$ cat src/common/mrw_pkg.sv
// Package: offsets, reset values and widths of the module register window
package mrw_pkg;
  localparam int unsigned WIN_BYTES = 256;
  localparam logic [7:0] OFS_A_IN      = 8'h00;
  localparam logic [7:0] OFS_B_IN      = 8'h01;
  localparam logic [7:0] OFS_A_MODE    = 8'h02;
  localparam logic [7:0] OFS_B_MODE    = 8'h03;
  localparam logic [7:0] OFS_A_OUT     = 8'h04;
  localparam logic [7:0] OFS_B_OUT     = 8'h05;
  localparam logic [7:0] OFS_A_DIR     = 8'h06;
  localparam logic [7:0] OFS_B_DIR     = 8'h07;
  localparam logic [7:0] OFS_A_DRV     = 8'h08;
  localparam logic [7:0] OFS_B_DRV     = 8'h09;
  localparam logic [7:0] OFS_A_ICELL   = 8'h0A;
  localparam logic [7:0] OFS_B_ICELL   = 8'h0B;
  localparam logic [7:0] OFS_A_OESTAT  = 8'h0C;
  localparam logic [7:0] OFS_B_OESTAT  = 8'h0D;
  localparam logic [7:0] OFS_C_IN      = 8'h10;
  localparam logic [7:0] OFS_D_IN      = 8'h11;
  localparam logic [7:0] OFS_C_OUT     = 8'h12;
  localparam logic [7:0] OFS_D_OUT     = 8'h13;
  localparam logic [7:0] OFS_C_DIR     = 8'h14;
  localparam logic [7:0] OFS_D_DIR     = 8'h15;
  localparam logic [7:0] OFS_C_DRV     = 8'h16;
  localparam logic [7:0] OFS_D_DRV     = 8'h17;
  localparam logic [7:0] OFS_C_ICELL   = 8'h18;
  localparam logic [7:0] OFS_C_OESTAT  = 8'h1A;
  localparam logic [7:0] OFS_D_OESTAT  = 8'h1B;
  localparam logic [7:0] OFS_CELLS_AB  = 8'h20;
  localparam logic [7:0] OFS_CELLS_BC  = 8'h21;
  localparam logic [7:0] OFS_BLOCK_AB  = 8'h22;
  localparam logic [7:0] OFS_BLOCK_BC  = 8'h23;
  localparam logic [7:0] OFS_PWR0      = 8'hB0;
  localparam logic [7:0] OFS_PWR2      = 8'hB4;
  localparam logic [7:0] OFS_MAIN_LOCK = 8'hC0;
  localparam logic [7:0] OFS_BOOT_LOCK = 8'hC2;
  localparam logic [7:0] OFS_PAGE      = 8'hE0;
  localparam logic [7:0] OFS_MAPPING   = 8'hE2;
  localparam logic [7:0] RST_BYTE      = 8'h00;
  // Programming path codes
  localparam logic [1:0] PATH_NONE     = 2'h0;
  localparam logic [1:0] PATH_CPU      = 2'h1;
  localparam logic [1:0] PATH_JTAG     = 2'h2;
  localparam logic [1:0] PATH_EXTPROG  = 2'h3;
  // Target block codes
  localparam logic [1:0] TGT_MAIN      = 2'h0;
  localparam logic [1:0] TGT_BOOT      = 2'h1;
  localparam logic [1:0] TGT_LOGIC     = 2'h2;
  localparam logic [1:0] TGT_CONFIG    = 2'h3;
endpackage : mrw_pkg

$ cat src/hdl/mrw_register_window.sv
// Module: byte-wide register window of the memory-and-logic module
// Functional notes
// - Offsets decode from relocatable 256-byte window base.
// - Pin input registers return pin levels two clocks late.
// - Ports A, B mode registers select address output.
// - Output value registers drive processor-output pins.
// - Direction registers set each pin in or out unless its A, B mode bit forces out.
// - Drive type selects open-drain or fast slew.
// - Enable-state registers read live driver enables.
// - Logic cell reads outputs; writes load flip-flops.
// - Block bits protect matching cell flip-flops from processor writes.
// - Main flash lock register is read-only.
// - Boot lock register reports security, sector locks.
// - Mapping register places areas in program/data.
// - Processor programming may alter only flash memories.
// - JTAG programs whole module without processor.
// - Page register extends address space 256-fold.
`timescale 1ns/1ps
module mrw_register_window
  import mrw_pkg::*;
#(
  parameter int unsigned ADDR_W = 16
)(
  input  wire logic              clk,
  input  wire logic              sys_rst,
  input  wire logic [ADDR_W-1:0] bus_addr,
  input  wire logic [ADDR_W-1:0] window_base,
  input  wire logic              register_window_select,
  input  wire logic              bus_rd,
  input  wire logic              bus_wr,
  input  wire logic [7:0]        bus_wdata,
  output logic      [7:0]        bus_rdata,
  input  wire logic [7:0]        port_a_pin,
  input  wire logic [7:0]        port_b_pin,
  input  wire logic [7:0]        port_c_pin,
  input  wire logic [7:0]        port_d_pin,
  output logic      [7:0]        port_a_out,
  output logic      [7:0]        port_b_out,
  output logic      [7:0]        port_c_out,
  output logic      [7:0]        port_d_out,
  output logic      [7:0]        port_a_oe_n,
  output logic      [7:0]        port_b_oe_n,
  output logic      [7:0]        port_c_oe_n,
  output logic      [7:0]        port_d_oe_n,
  input  wire logic [7:0]        port_a_addr_out,
  input  wire logic [7:0]        port_b_addr_out,
  output logic      [7:0]        port_a_drive_type,
  output logic      [7:0]        port_b_drive_type,
  output logic      [7:0]        port_c_drive_type,
  output logic      [7:0]        port_d_drive_type,
  input  wire logic [7:0]        port_a_input_cells,
  input  wire logic [7:0]        port_b_input_cells,
  input  wire logic [7:0]        port_c_input_cells,
  input  wire logic [7:0]        general_logic_array_ab_next,
  input  wire logic [7:0]        general_logic_array_bc_next,
  input  wire logic              general_logic_array_step,
  output logic      [7:0]        logic_cells_ab,
  output logic      [7:0]        logic_cells_bc,
  input  wire logic [7:0]        main_sector_lock,
  input  wire logic [7:0]        boot_lock_security,
  output logic      [7:0]        power_control_0,
  output logic      [7:0]        power_control_2,
  output logic      [7:0]        address_page,
  output logic      [7:0]        memory_space_mapping,
  input  wire logic [1:0]        prog_path,
  input  wire logic [1:0]        prog_target,
  input  wire logic              prog_req,
  output logic                   prog_grant,
  output logic                   prog_deny
);

  // Bus-visible registers, each a single byte wide, then the one-bit grant_r and deny_r flags
  logic [7:0] a_mode_r;
  logic [7:0] b_mode_r;
  logic [7:0] a_out_r;
  logic [7:0] b_out_r;
  logic [7:0] c_out_r;
  logic [7:0] d_out_r;
  logic [7:0] a_dir_r;
  logic [7:0] b_dir_r;
  logic [7:0] c_dir_r;
  logic [7:0] d_dir_r;
  logic [7:0] a_drv_r;
  logic [7:0] b_drv_r;
  logic [7:0] c_drv_r;
  logic [7:0] d_drv_r;
  logic [7:0] cells_ab_r;
  logic [7:0] cells_bc_r;
  logic [7:0] block_ab_r;
  logic [7:0] block_bc_r;
  logic [7:0] pwr0_r;
  logic [7:0] pwr2_r;
  logic [7:0] page_r;
  logic [7:0] map_r;
  logic [7:0] rdata_r;
  logic       grant_r;
  logic       deny_r;

  // Pin levels arrive from outside the bus clock domain; a read sees them
  // two clocks late, the price of keeping metastability off the read mux
  logic [7:0] a_pin_s1;
  logic [7:0] a_pin_s2;
  logic [7:0] b_pin_s1;
  logic [7:0] b_pin_s2;
  logic [7:0] c_pin_s1;
  logic [7:0] c_pin_s2;
  logic [7:0] d_pin_s1;
  logic [7:0] d_pin_s2;

  logic [ADDR_W-1:0] rel_addr;
  logic              in_window;
  logic [7:0]        ofs;
  logic              wr_hit;
  logic              rd_hit;
  logic              ab_load;
  logic              bc_load;
  logic [7:0]        a_oe;
  logic [7:0]        b_oe;
  logic [7:0]        c_oe;
  logic [7:0]        d_oe;
  logic [7:0]        a_val;
  logic [7:0]        b_val;
  logic [7:0]        rd_nxt;

  // Write merge: bits set in the block mask keep their old value
  function automatic logic [7:0] masked_load(input logic [7:0] old_v,
                                             input logic [7:0] new_v,
                                             input logic [7:0] blk);
    masked_load = (old_v & blk) | (new_v & ~blk);
  endfunction : masked_load

  always_ff @(posedge clk or posedge sys_rst)
  begin
    if (sys_rst)
    begin
      a_pin_s1 <= RST_BYTE;
      a_pin_s2 <= RST_BYTE;
      b_pin_s1 <= RST_BYTE;
      b_pin_s2 <= RST_BYTE;
      c_pin_s1 <= RST_BYTE;
      c_pin_s2 <= RST_BYTE;
      d_pin_s1 <= RST_BYTE;
      d_pin_s2 <= RST_BYTE;
    end
    else
    begin
      a_pin_s1 <= port_a_pin;
      a_pin_s2 <= a_pin_s1;
      b_pin_s1 <= port_b_pin;
      b_pin_s2 <= b_pin_s1;
      c_pin_s1 <= port_c_pin;
      c_pin_s2 <= c_pin_s1;
      d_pin_s1 <= port_d_pin;
      d_pin_s2 <= d_pin_s1;
    end
  end

  // Offset relative to the user-placed base; the window spans 256 bytes
  assign rel_addr  = bus_addr - window_base;
  assign in_window = register_window_select
                     && (rel_addr < ADDR_W'(WIN_BYTES));
  assign ofs       = rel_addr[7:0];
  assign wr_hit    = in_window && bus_wr;
  assign rd_hit    = in_window && bus_rd;
  // Macrocell loads; the mask only guards against these processor writes
  assign ab_load   = wr_hit && (ofs == OFS_CELLS_AB);
  assign bc_load   = wr_hit && (ofs == OFS_CELLS_BC);

  // Direction bit 1 drives the pin; enables are low while driving
  assign a_oe = a_dir_r | a_mode_r;
  assign b_oe = b_dir_r | b_mode_r;
  assign c_oe = c_dir_r;
  assign d_oe = d_dir_r;
  // Mode bit 1 hands the pin to the latched address
  assign a_val = (a_mode_r & port_a_addr_out) | (~a_mode_r & a_out_r);
  assign b_val = (b_mode_r & port_b_addr_out) | (~b_mode_r & b_out_r);

  always_ff @(posedge clk or posedge sys_rst)
  begin
    if (sys_rst)
    begin
      a_mode_r <= RST_BYTE;
      b_mode_r <= RST_BYTE;
      a_out_r  <= RST_BYTE;
      b_out_r  <= RST_BYTE;
      c_out_r  <= RST_BYTE;
      d_out_r  <= RST_BYTE;
      a_dir_r  <= RST_BYTE;
      b_dir_r  <= RST_BYTE;
      c_dir_r  <= RST_BYTE;
      d_dir_r  <= RST_BYTE;
      a_drv_r  <= RST_BYTE;
      b_drv_r  <= RST_BYTE;
      c_drv_r  <= RST_BYTE;
      d_drv_r  <= RST_BYTE;
    end
    else if (wr_hit)
    begin
      if (ofs == OFS_A_MODE)      a_mode_r <= bus_wdata;
      else if (ofs == OFS_B_MODE) b_mode_r <= bus_wdata;
      else if (ofs == OFS_A_OUT)  a_out_r  <= bus_wdata;
      else if (ofs == OFS_B_OUT)  b_out_r  <= bus_wdata;
      else if (ofs == OFS_C_OUT)  c_out_r  <= bus_wdata;
      else if (ofs == OFS_D_OUT)  d_out_r  <= bus_wdata;
      else if (ofs == OFS_A_DIR)  a_dir_r  <= bus_wdata;
      else if (ofs == OFS_B_DIR)  b_dir_r  <= bus_wdata;
      else if (ofs == OFS_C_DIR)  c_dir_r  <= bus_wdata;
      else if (ofs == OFS_D_DIR)  d_dir_r  <= bus_wdata;
      else if (ofs == OFS_A_DRV)  a_drv_r  <= bus_wdata;
      else if (ofs == OFS_B_DRV)  b_drv_r  <= bus_wdata;
      else if (ofs == OFS_C_DRV)  c_drv_r  <= bus_wdata;
      else if (ofs == OFS_D_DRV)  d_drv_r  <= bus_wdata;
    end
  end

  // Macrocells: a processor load wins over the array step in the same cycle
  always_ff @(posedge clk or posedge sys_rst)
  begin
    if (sys_rst)
    begin
      cells_ab_r <= RST_BYTE;
      cells_bc_r <= RST_BYTE;
    end
    else
    begin
      if (ab_load)
        cells_ab_r <= masked_load(cells_ab_r, bus_wdata, block_ab_r);
      else if (general_logic_array_step)
        cells_ab_r <= general_logic_array_ab_next;
      if (bc_load)
        cells_bc_r <= masked_load(cells_bc_r, bus_wdata, block_bc_r);
      else if (general_logic_array_step)
        cells_bc_r <= general_logic_array_bc_next;
    end
  end

  always_ff @(posedge clk or posedge sys_rst)
  begin
    if (sys_rst)
    begin
      block_ab_r <= RST_BYTE;
      block_bc_r <= RST_BYTE;
      pwr0_r     <= RST_BYTE;
      pwr2_r     <= RST_BYTE;
      page_r     <= RST_BYTE;
      map_r      <= RST_BYTE;
    end
    else if (wr_hit)
    begin
      // Lock offsets and unassigned offsets fall through: writes are dropped
      if (ofs == OFS_BLOCK_AB)      block_ab_r <= bus_wdata;
      else if (ofs == OFS_BLOCK_BC) block_bc_r <= bus_wdata;
      else if (ofs == OFS_PWR0)     pwr0_r     <= bus_wdata;
      else if (ofs == OFS_PWR2)     pwr2_r     <= bus_wdata;
      else if (ofs == OFS_PAGE)     page_r     <= bus_wdata;
      else if (ofs == OFS_MAPPING)  map_r      <= bus_wdata;
    end
  end

  // Read mux: each register byte-wide, zero elsewhere in the window
  always_comb
  begin
    rd_nxt = RST_BYTE;
    if (ofs == OFS_A_IN)           rd_nxt = a_pin_s2;
    else if (ofs == OFS_B_IN)      rd_nxt = b_pin_s2;
    else if (ofs == OFS_C_IN)      rd_nxt = c_pin_s2;
    else if (ofs == OFS_D_IN)      rd_nxt = d_pin_s2;
    else if (ofs == OFS_A_MODE)    rd_nxt = a_mode_r;
    else if (ofs == OFS_B_MODE)    rd_nxt = b_mode_r;
    else if (ofs == OFS_A_OUT)     rd_nxt = a_out_r;
    else if (ofs == OFS_B_OUT)     rd_nxt = b_out_r;
    else if (ofs == OFS_C_OUT)     rd_nxt = c_out_r;
    else if (ofs == OFS_D_OUT)     rd_nxt = d_out_r;
    else if (ofs == OFS_A_DIR)     rd_nxt = a_dir_r;
    else if (ofs == OFS_B_DIR)     rd_nxt = b_dir_r;
    else if (ofs == OFS_C_DIR)     rd_nxt = c_dir_r;
    else if (ofs == OFS_D_DIR)     rd_nxt = d_dir_r;
    else if (ofs == OFS_A_DRV)     rd_nxt = a_drv_r;
    else if (ofs == OFS_B_DRV)     rd_nxt = b_drv_r;
    else if (ofs == OFS_C_DRV)     rd_nxt = c_drv_r;
    else if (ofs == OFS_D_DRV)     rd_nxt = d_drv_r;
    else if (ofs == OFS_A_ICELL)   rd_nxt = port_a_input_cells;
    else if (ofs == OFS_B_ICELL)   rd_nxt = port_b_input_cells;
    else if (ofs == OFS_C_ICELL)   rd_nxt = port_c_input_cells;
    else if (ofs == OFS_A_OESTAT)  rd_nxt = a_oe;
    else if (ofs == OFS_B_OESTAT)  rd_nxt = b_oe;
    else if (ofs == OFS_C_OESTAT)  rd_nxt = c_oe;
    else if (ofs == OFS_D_OESTAT)  rd_nxt = d_oe;
    else if (ofs == OFS_CELLS_AB)  rd_nxt = cells_ab_r;
    else if (ofs == OFS_CELLS_BC)  rd_nxt = cells_bc_r;
    else if (ofs == OFS_BLOCK_AB)  rd_nxt = block_ab_r;
    else if (ofs == OFS_BLOCK_BC)  rd_nxt = block_bc_r;
    else if (ofs == OFS_PWR0)      rd_nxt = pwr0_r;
    else if (ofs == OFS_PWR2)      rd_nxt = pwr2_r;
    else if (ofs == OFS_MAIN_LOCK) rd_nxt = main_sector_lock;
    else if (ofs == OFS_BOOT_LOCK) rd_nxt = boot_lock_security;
    else if (ofs == OFS_PAGE)      rd_nxt = page_r;
    else if (ofs == OFS_MAPPING)   rd_nxt = map_r;
  end

  always_ff @(posedge clk or posedge sys_rst)
  begin
    if (sys_rst)
      rdata_r <= RST_BYTE;
    // Holds between reads so a slow consumer can still sample it
    else if (rd_hit)
      rdata_r <= rd_nxt;
  end

  // Programming-path gate; JTAG and the external programmer reach every
  // block with no processor involvement
  always_ff @(posedge clk or posedge sys_rst)
  begin
    if (sys_rst)
    begin
      grant_r <= 1'b0;
      deny_r  <= 1'b0;
    end
    else if (prog_req)
    begin
      if (prog_path == PATH_JTAG || prog_path == PATH_EXTPROG)
      begin
        grant_r <= 1'b1;
        deny_r  <= 1'b0;
      end
      else if (prog_path == PATH_CPU
               && (prog_target == TGT_MAIN || prog_target == TGT_BOOT))
      begin
        grant_r <= 1'b1;
        deny_r  <= 1'b0;
      end
      else
      begin
        // Processor path to the arrays or configuration, or no path named
        grant_r <= 1'b0;
        deny_r  <= 1'b1;
      end
    end
    else
    begin
      grant_r <= 1'b0;
      deny_r  <= 1'b0;
    end
  end

  // Pin-side and fabric-side copies of the register contents
  assign bus_rdata            = rdata_r;
  assign port_a_out           = a_val;
  assign port_b_out           = b_val;
  assign port_c_out           = c_out_r;
  assign port_d_out           = d_out_r;
  assign port_a_oe_n          = ~a_oe;
  assign port_b_oe_n          = ~b_oe;
  assign port_c_oe_n          = ~c_oe;
  assign port_d_oe_n          = ~d_oe;
  assign port_a_drive_type    = a_drv_r;
  assign port_b_drive_type    = b_drv_r;
  assign port_c_drive_type    = c_drv_r;
  assign port_d_drive_type    = d_drv_r;
  assign logic_cells_ab       = cells_ab_r;
  assign logic_cells_bc       = cells_bc_r;
  assign power_control_0      = pwr0_r;
  assign power_control_2      = pwr2_r;
  assign address_page         = page_r;
  assign memory_space_mapping = map_r;
  assign prog_grant           = grant_r;
  assign prog_deny            = deny_r;

endmodule : mrw_register_window

$ cat config.mk
export PLATFORM = sky130hd
export DESIGN_NAME = mrw_register_window
export DESIGN_NICKNAME = d
export VERILOG_FILES = /design/src/common/mrw_pkg.sv /design/src/hdl/mrw_register_window.sv
export SDC_FILE = /design/constraint.sdc
export NUM_CORES = 1
export LEC_CHECK = 0
export BUFFER_PORTS_ARGS = -buffer_cell sky130_fd_sc_hd__buf_2
export CELL_PAD_IN_SITES_DETAIL_PLACEMENT = 0
export CELL_PAD_IN_SITES_GLOBAL_PLACEMENT = 1
export CORE_MARGIN = 5
export CORE_UTILIZATION = 39
export CTS_CLUSTER_DIAMETER = 100
export DETAILED_ROUTE_END_ITERATION = 7
export PLACE_DENSITY = 0.86
export SYNTH_ARGS = -nofsm -noshare
export SYNTH_HDL_FRONTEND = slang
export SYNTH_SLANG_ARGS = --single-unit
$ cat constraint.sdc
create_clock -name clk -period 17.2 [get_ports clk]
set_input_delay 0.86 -clock clk [delete_from_list [all_inputs] [get_ports clk]]
set_output_delay 0.86 -clock clk [all_outputs]
set_load 0.01 [all_outputs]
# ---- After elaboration in Yosys (flattened, before gate mapping)
# Cells that the tools add are included.
# Widths: inputs -> output; s select.
dict set report op_classes {
  add_sub_neg 1
  magnitude_cmp 1
  n_eq_ne 38
  mux 45
  bitwise 40
  reduce_logical 32
}
# cell count
set op_table {}
lappend op_table {{$mux 8} 39}
lappend op_table {{$eq 8x5->1 const B} 11}
lappend op_table {{$and 8x8->8} 8}
lappend op_table {{$not 8->8} 8}
lappend op_table {{$eq 8x4->1 const B} 6}
lappend op_table {{$eq 8x8->1 const B} 6}
lappend op_table {{$or 8x8->8} 6}
lappend op_table {{$eq 8x3->1 const B} 4}
lappend op_table {{$eq 8x6->1 const B} 4}
lappend op_table {{$not 1->1} 18}
lappend op_table {{$eq 8x2->1 const B} 2}
lappend op_table {{$lt 16x9->1 const B} 1}
lappend op_table {{$sub 16x16->16} 1}
lappend op_table {{$reduce_and 15->1} 1}
lappend op_table {{$reduce_and 14->1} 1}
lappend op_table {{$reduce_and 7->1} 2}
lappend op_table {{$reduce_and 13->1} 1}
lappend op_table {{$reduce_and 12->1} 1}
lappend op_table {{$reduce_and 6->1} 2}
lappend op_table {{$reduce_and 11->1} 1}
lappend op_table {{$reduce_and 10->1} 1}
lappend op_table {{$reduce_and 5->1} 2}
lappend op_table {{$reduce_and 9->1} 1}
lappend op_table {{$eq 8x1->1 const B} 1}
lappend op_table {{other kinds (12)} 29}
dict set report word_totals {
  reg_bits 250
  output_inout_bits 154
  wordCells 190
}

# ---- Longest topological paths before layout
dict set report depth {
  word_depth 37
  mapped_depth 16
  mapped_depth_nobuf 14
}

# ---- Worst setup path before layout
# Ideal clock, no wire load.
dict set report synth_path {
  path_type {input to register}
  startpoint {input port bus_addr[0]}
  endpoint {register page_r[0] (netlist: address_page[0])}
  setup_time_ns 0.125
  arrival_time_ns 4.065
  slack_ns 13.010
  stages 13
  path_buffers 0
  cell_sequence {inv_1 > ha_1 > inv_1 > fa_1 > a211o_1 > o211a_1 > o41a_1 > o31a_1 > a2bb2oi_1 > nor4b_4 > nand2_2 > nor3b_4 > mux2_2}
}
dict set report synth_via {
  elab_chain_cells 5
  elab_cells_between_ends 14
  classes_between {add/sub: 1; order compare: 1; eq/ne: 5; bitwise: 4; reduce/logical: 3}
}
# item line
set synth_lines {}
lappend synth_lines {{start: declaration} mrw_register_window.sv:26} ;# input wire logic [ADDR_W-1:0] bus_addr,
lappend synth_lines {{$sub 16x16->16 *} mrw_register_window.sv:159} ;# assign rel_addr = bus_addr - window_base;
lappend synth_lines {{$lt 16x9->1} mrw_register_window.sv:161} ;# && (rel_addr < ADDR_W'(WIN_BYTES));
lappend synth_lines {{$logic_and 1x1->1} mrw_register_window.sv:161}
lappend synth_lines {{$logic_and 1x1->1} mrw_register_window.sv:163} ;# assign wr_hit = in_window && bus_wr;
lappend synth_lines {{$reduce_and 6->1 (no source line) *} n/a}
lappend synth_lines {{end signal: assignment} mrw_register_window.sv:255} ;# else if (ofs == OFS_PAGE) page_r <= bus_wdata;
lappend synth_lines {{end: declaration} mrw_register_window.sv:93} ;# logic [7:0] page_r;
# Every way passes the cells marked *; elsewhere a longest branch is shown, timed or not.
# A chain may end at the register's enable or synchronous reset.

# ---- Final worst setup path
dict set report layout_path {
  startpoint {input port window_base[3]}
  endpoint {register rdata_r[1] (netlist: bus_rdata[1])}
}
dict set report layout_via {
  elab_chain_cells 37
  elab_cells_between_ends 74
  classes_between {add/sub: 1; order compare: 1; eq/ne: 34; mux: 35; reduce/logical: 3}
}
# item line
set layout_lines {}
lappend layout_lines {{start: declaration} mrw_register_window.sv:27} ;# input wire logic [ADDR_W-1:0] window_base,
lappend layout_lines {{$sub 16x16->16 *} mrw_register_window.sv:159}
lappend layout_lines {{$eq 8x8->1} mrw_register_window.sv:298} ;# else if (ofs == OFS_MAPPING) rd_nxt = map_r;
lappend layout_lines {{$mux 8} mrw_register_window.sv:298}
lappend layout_lines {{$mux 8} mrw_register_window.sv:297} ;# else if (ofs == OFS_PAGE) rd_nxt = page_r;
lappend layout_lines {{$mux 8} mrw_register_window.sv:296} ;# else if (ofs == OFS_BOOT_LOCK) rd_nxt = boot_lock_security;
lappend layout_lines {{$mux 8} mrw_register_window.sv:295} ;# else if (ofs == OFS_MAIN_LOCK) rd_nxt = main_sector_lock;
lappend layout_lines {{$mux 8} mrw_register_window.sv:294} ;# else if (ofs == OFS_PWR2) rd_nxt = pwr2_r;
lappend layout_lines {{$mux 8} mrw_register_window.sv:293} ;# else if (ofs == OFS_PWR0) rd_nxt = pwr0_r;
lappend layout_lines {{[21 not listed]} n/a}
lappend layout_lines {{$mux 8} mrw_register_window.sv:271} ;# else if (ofs == OFS_B_OUT) rd_nxt = b_out_r;
lappend layout_lines {{$mux 8} mrw_register_window.sv:270} ;# else if (ofs == OFS_A_OUT) rd_nxt = a_out_r;
lappend layout_lines {{$mux 8} mrw_register_window.sv:269} ;# else if (ofs == OFS_B_MODE) rd_nxt = b_mode_r;
lappend layout_lines {{$mux 8} mrw_register_window.sv:268} ;# else if (ofs == OFS_A_MODE) rd_nxt = a_mode_r;
lappend layout_lines {{$mux 8} mrw_register_window.sv:267} ;# else if (ofs == OFS_D_IN) rd_nxt = d_pin_s2;
lappend layout_lines {{$mux 8} mrw_register_window.sv:266} ;# else if (ofs == OFS_C_IN) rd_nxt = c_pin_s2;
lappend layout_lines {{$mux 8} mrw_register_window.sv:265} ;# else if (ofs == OFS_B_IN) rd_nxt = b_pin_s2;
lappend layout_lines {{$mux 8} mrw_register_window.sv:264} ;# if (ofs == OFS_A_IN) rd_nxt = a_pin_s2;
lappend layout_lines {{end signal: assignment} mrw_register_window.sv:307} ;# rdata_r <= rd_nxt;
lappend layout_lines {{end: declaration} mrw_register_window.sv:95} ;# logic [7:0] rdata_r;
# Marked as above.

==> results by stage <==
Logic synthesis:
- Synthesis inferred 250 register bits.
- The post-synthesis instance area is between 10000 and 15000 um2.
- The synthesized area per cell is between 10 and 15 um2.
- The share of synthesized area occupied by flip-flops and latches is 0.469.
- The number of instances in the synthesized netlist is 1240.
- Of the post-synthesis cell area, the dominant cell type holds 0.469.
- The number of warnings issued by yosys is 0.
- By area the synthesized netlist is led by dfrtp_1 (47%), mux2_2 (9.5%), mux2_1 (6.1%).
- After synthesis, the share of flip-flops with an asynchronous set or reset is 1.00.
- Synthesis instantiated 84 different standard cells from the library.
- The flip-flop cell with the highest count after synthesis is dfrtp_1.
- When the netlist entered floorplanning its net count stood at around 1.4k.
- dfrtp_1 takes more of the synthesized area than any other cell.
- The number of flops mapped to enable cells by yosys is 0.
- Yosys instantiated no cell more often than dfrtp_1.
- Counting instances in the post-synthesis netlist gives the leading cell types as dfrtp_1 (250), mux2_2 (113), nor2_1 (76).

Floorplanning:
- The initial utilization of the core area, before any placement, comes to 0.397.
- The floorplan die area is 38000 um2.
- The floorplan step set the die height to 195 um.
- In this run the standard cell core region covers 33600 um2.
- The floorplan row count is 67.
- In this run the count of I/O pins placed on the die edge is 309.
- The die outline width is 195 um.

Power:
- The worst ir drop on vdd is 0.0730 mV.
- The power per standard cell area is 86.1 nW/um2.
- The leakage dissipation is 0.00796 uW.

Setup path:
- The largest driver fanout on the critical path is 22.
- The worst register-to-register path has a depth of 6.
- The kind of critical path is primary input to flop.
- The worst setup path is launched from a primary input.
- Across all register-to-register paths, the minimum setup slack is 14.73 ns.
- The sort of element at the end of the critical path is a flop.
- The data required time at the worst endpoint is roughly 18 ns.
- The arrival time at the worst endpoint is 6.04 ns.

Route:
- For this block, the routed nets add up to 55000 um of wire.
- In this run, the number of DRC markers left after iteration 0 of detailed routing was 1051.
- In the routed design, unresolved DRC markers number 0.
- In the final routed layout, each cell accounts on average for 27.5 um.
- Dividing the detail-routed via count by the number of cells gives 6.10.
- The detailed-routing iteration count for the pre-antenna-repair pass is 5.
- In this run the remaining antenna-violating nets after routing total 0.
- For this block, the via count after detailed routing is 12.2k.

Global routing:
- The number of antenna violations at the first check in global routing is 1.
- The number of global-route vias before repair is 12.1k.
- The global router's overall resource usage is 0.276.
- Entering global routing, the biggest net connects between 100 and 150 pins.
- After global routing the overflow that remains totals 0.
- The wire length of the first global-routing pass is 80400 um.

STA:
- The worst clock skew on the final layout is 0.0103 ns.
- For the pin with the worst max-slew slack, the measured transition is 1.18 ns.
- The number of endpoints with negative hold slack in the final report came to 0.
- The number of pins exceeding their max-slew limit in the final report is 0.
- The time the final worst path needs with I/O delays and setup is 5.62 ns.
- Setup repair after global routing left no endpoint under its margin.
- The post-route fraction of the period consumed by the critical path is 0.327.
- The minimum setup slack in the final design is 11.58 ns.
- The highest clock rate is around 180 MHz.
- The final number of setup-violating endpoints is 0.
- The total negative slack is 0 ns.
- The worst relative slew slack is 0.207.

Clocking:
- Post-CTS timing repair inserted 0 buffers for setup.
- The clock insertion delay at the later pin of the skew report is 0.56 ns.
- The post-cts resize count is 0.
- The clock slew at the register clock pins of the worst setup and hold paths is 0.06 ns.
- Hold repair after CTS inserted 0 buffers.
- The buffer cell driving the clock tree root is clkbuf_16.
- Counting every sink on the clock net gives 250.
- The total CTS buffers is 27.
- Counting along the longest clock path gives a buffer depth of 3.
- CTS built an H-tree with a depth of 1.
- The clock tree from TritonCTS is built.

Final layout:
- The repair_antennas step left the layout with diodes totalling 0.
- The fraction of final layout cells with drive strength greater than 1 is 0.330.
- The post-synthesis to final-layout area growth is 21.7%.
- The total number of nets in the final design is 1705.
- The number of inserted filler cells in the final layout is roughly 3.2k.

Place:
- The detailed-placement wirelength estimate is 41200 um.
- Input and output buffers added on the ports amount to 307.
- The placer's final routability congestion estimate is 0.993.
- The worst setup slack after placement is 11.23 ns.

Worst hold path:
- The hold-critical path depth is 0.
- The worst hold path belongs to the class flop to flop.

Outcome:
- The flow ran to the end, and the final reports show no timing, DRC or antenna violations.

Job:
- Max-cap violations in this run came to 0.
==> cell usage in the layout (no fill, tap or decap), drive strengths merged, types with 5 or more instances in the layout <==
| cell | n |
|---|---|
| o211ai | 15 |
| nor3 | 34 |
| a21oi | 51 |
| o31ai | 5 |
| a221oi | 20 |
| and2 | 9 |
| mux2i | 10 |
| a22oi | 19 |
| o21a | 24 |
| clkbuf | 34 |
| a21o | 7 |
| a22o | 13 |
| a221o | 9 |
| buf | 327 |
| nand4 | 12 |
| nor4 | 9 |
| inv | 45 |
| or3 | 11 |
| clkinv | 10 |
| o22ai | 17 |
| o21ai | 54 |
| a211oi | 14 |
| and3 | 15 |
| nand3 | 41 |
| mux2 | 185 |
| o2111ai | 11 |
| a31oi | 9 |
| a211o | 7 |
| nand2b | 9 |
| nor2 | 78 |
| o32a | 17 |
| dfrtp | 250 |
| ha | 16 |
| nand2 | 81 |
| o221ai | 10 |
| xnor2 | 5 |
==> cells by family (layout without fill, tap and decap cells) <==
logic type,count (synthesis),count (layout),share of synthesized area
and+or+nand+nor,316,316,0.123
AOI/OAI and AO/OA,346,346,0.189
DFF,250,250,0.469
muxes,195,195,0.164
adders and majority gates,17,17,0.0165
xor gates and xnor gates,9,9,0.00591
buffers and inverters,107,419,0.0323
==> where the power goes <==
group	internal, uW	switching, uW	leakage, uW
clock network	338	253	0.000445
logic	61.0	136	0.00423
registers	601	9.28	0.00329
==> metrics by stage <==
step / total power (uW) / cell area, um2 / cells / utilization / hold slack (ns)
after floorplan: 732 / 13300 / 1240 / - / 0.331
after CTS: 1400 / 16200 / 2000 / 0.483 / 0.349
after global routing: 1440 / 16200 / 2000 / 0.483 / 0.354
after detailed placement: 813 / 15300 / 1952 / 0.457 / 0.335
after global placement: 811 / 15300 / 1952 / 0.457 / 0.333
final: 1400 / 16200 / 2000 / 0.483 / 0.344
==> metal layers <==
metal	vias up	GRT usage	share of wire
li1	5317	-	-
met1	6039	0.385	0.41
met2	738	0.424	0.44
met3	111	0.0705	0.11
met4	0	0.0915	0.040
met5	-	0	0
==> worst max-delay path, stage by stage <==
cell,delay [ns]
buf_2,0.07
inv_1,0.03
ha_1,0.71
nand2_1,0.20
a211oi_1,0.95
o21bai_1,0.43
a211oi_1,0.60
and2_0,0.75
o21ai_0,0.28
a211o_1,0.32
o31a_1,0.27
o41ai_1,0.46
nor2_1,0.09
==> path summary, 6_finish.rpt <==
path                                             end            from
min in group asynchronous                a_pin_s1[5]         sys_rst
max in group asynchronous       port_a_drive_type[2]         sys_rst
worst min register to register           d_pin_s2[4]     d_pin_s1[4]
worst max-delay path                    bus_rdata[1]  window_base[3]
worst max register to register          bus_rdata[6]      d_dir_r[6]
worst min-delay path                     d_pin_s2[4]     d_pin_s1[4]
==> cell type report <==
class                   instances  area, um2  area share
clock buffers                  34        742      0.0457
inverters                      44        173      0.0106
multi-input cells             883       6670       0.411
clock inverters                14        151     0.00932
well taps                     448        561      0.0345
flip-flops and latches        250       6260       0.385
repair buffers                327       1690       0.104
No activity file was read; power rests on OpenSTA's default activity.
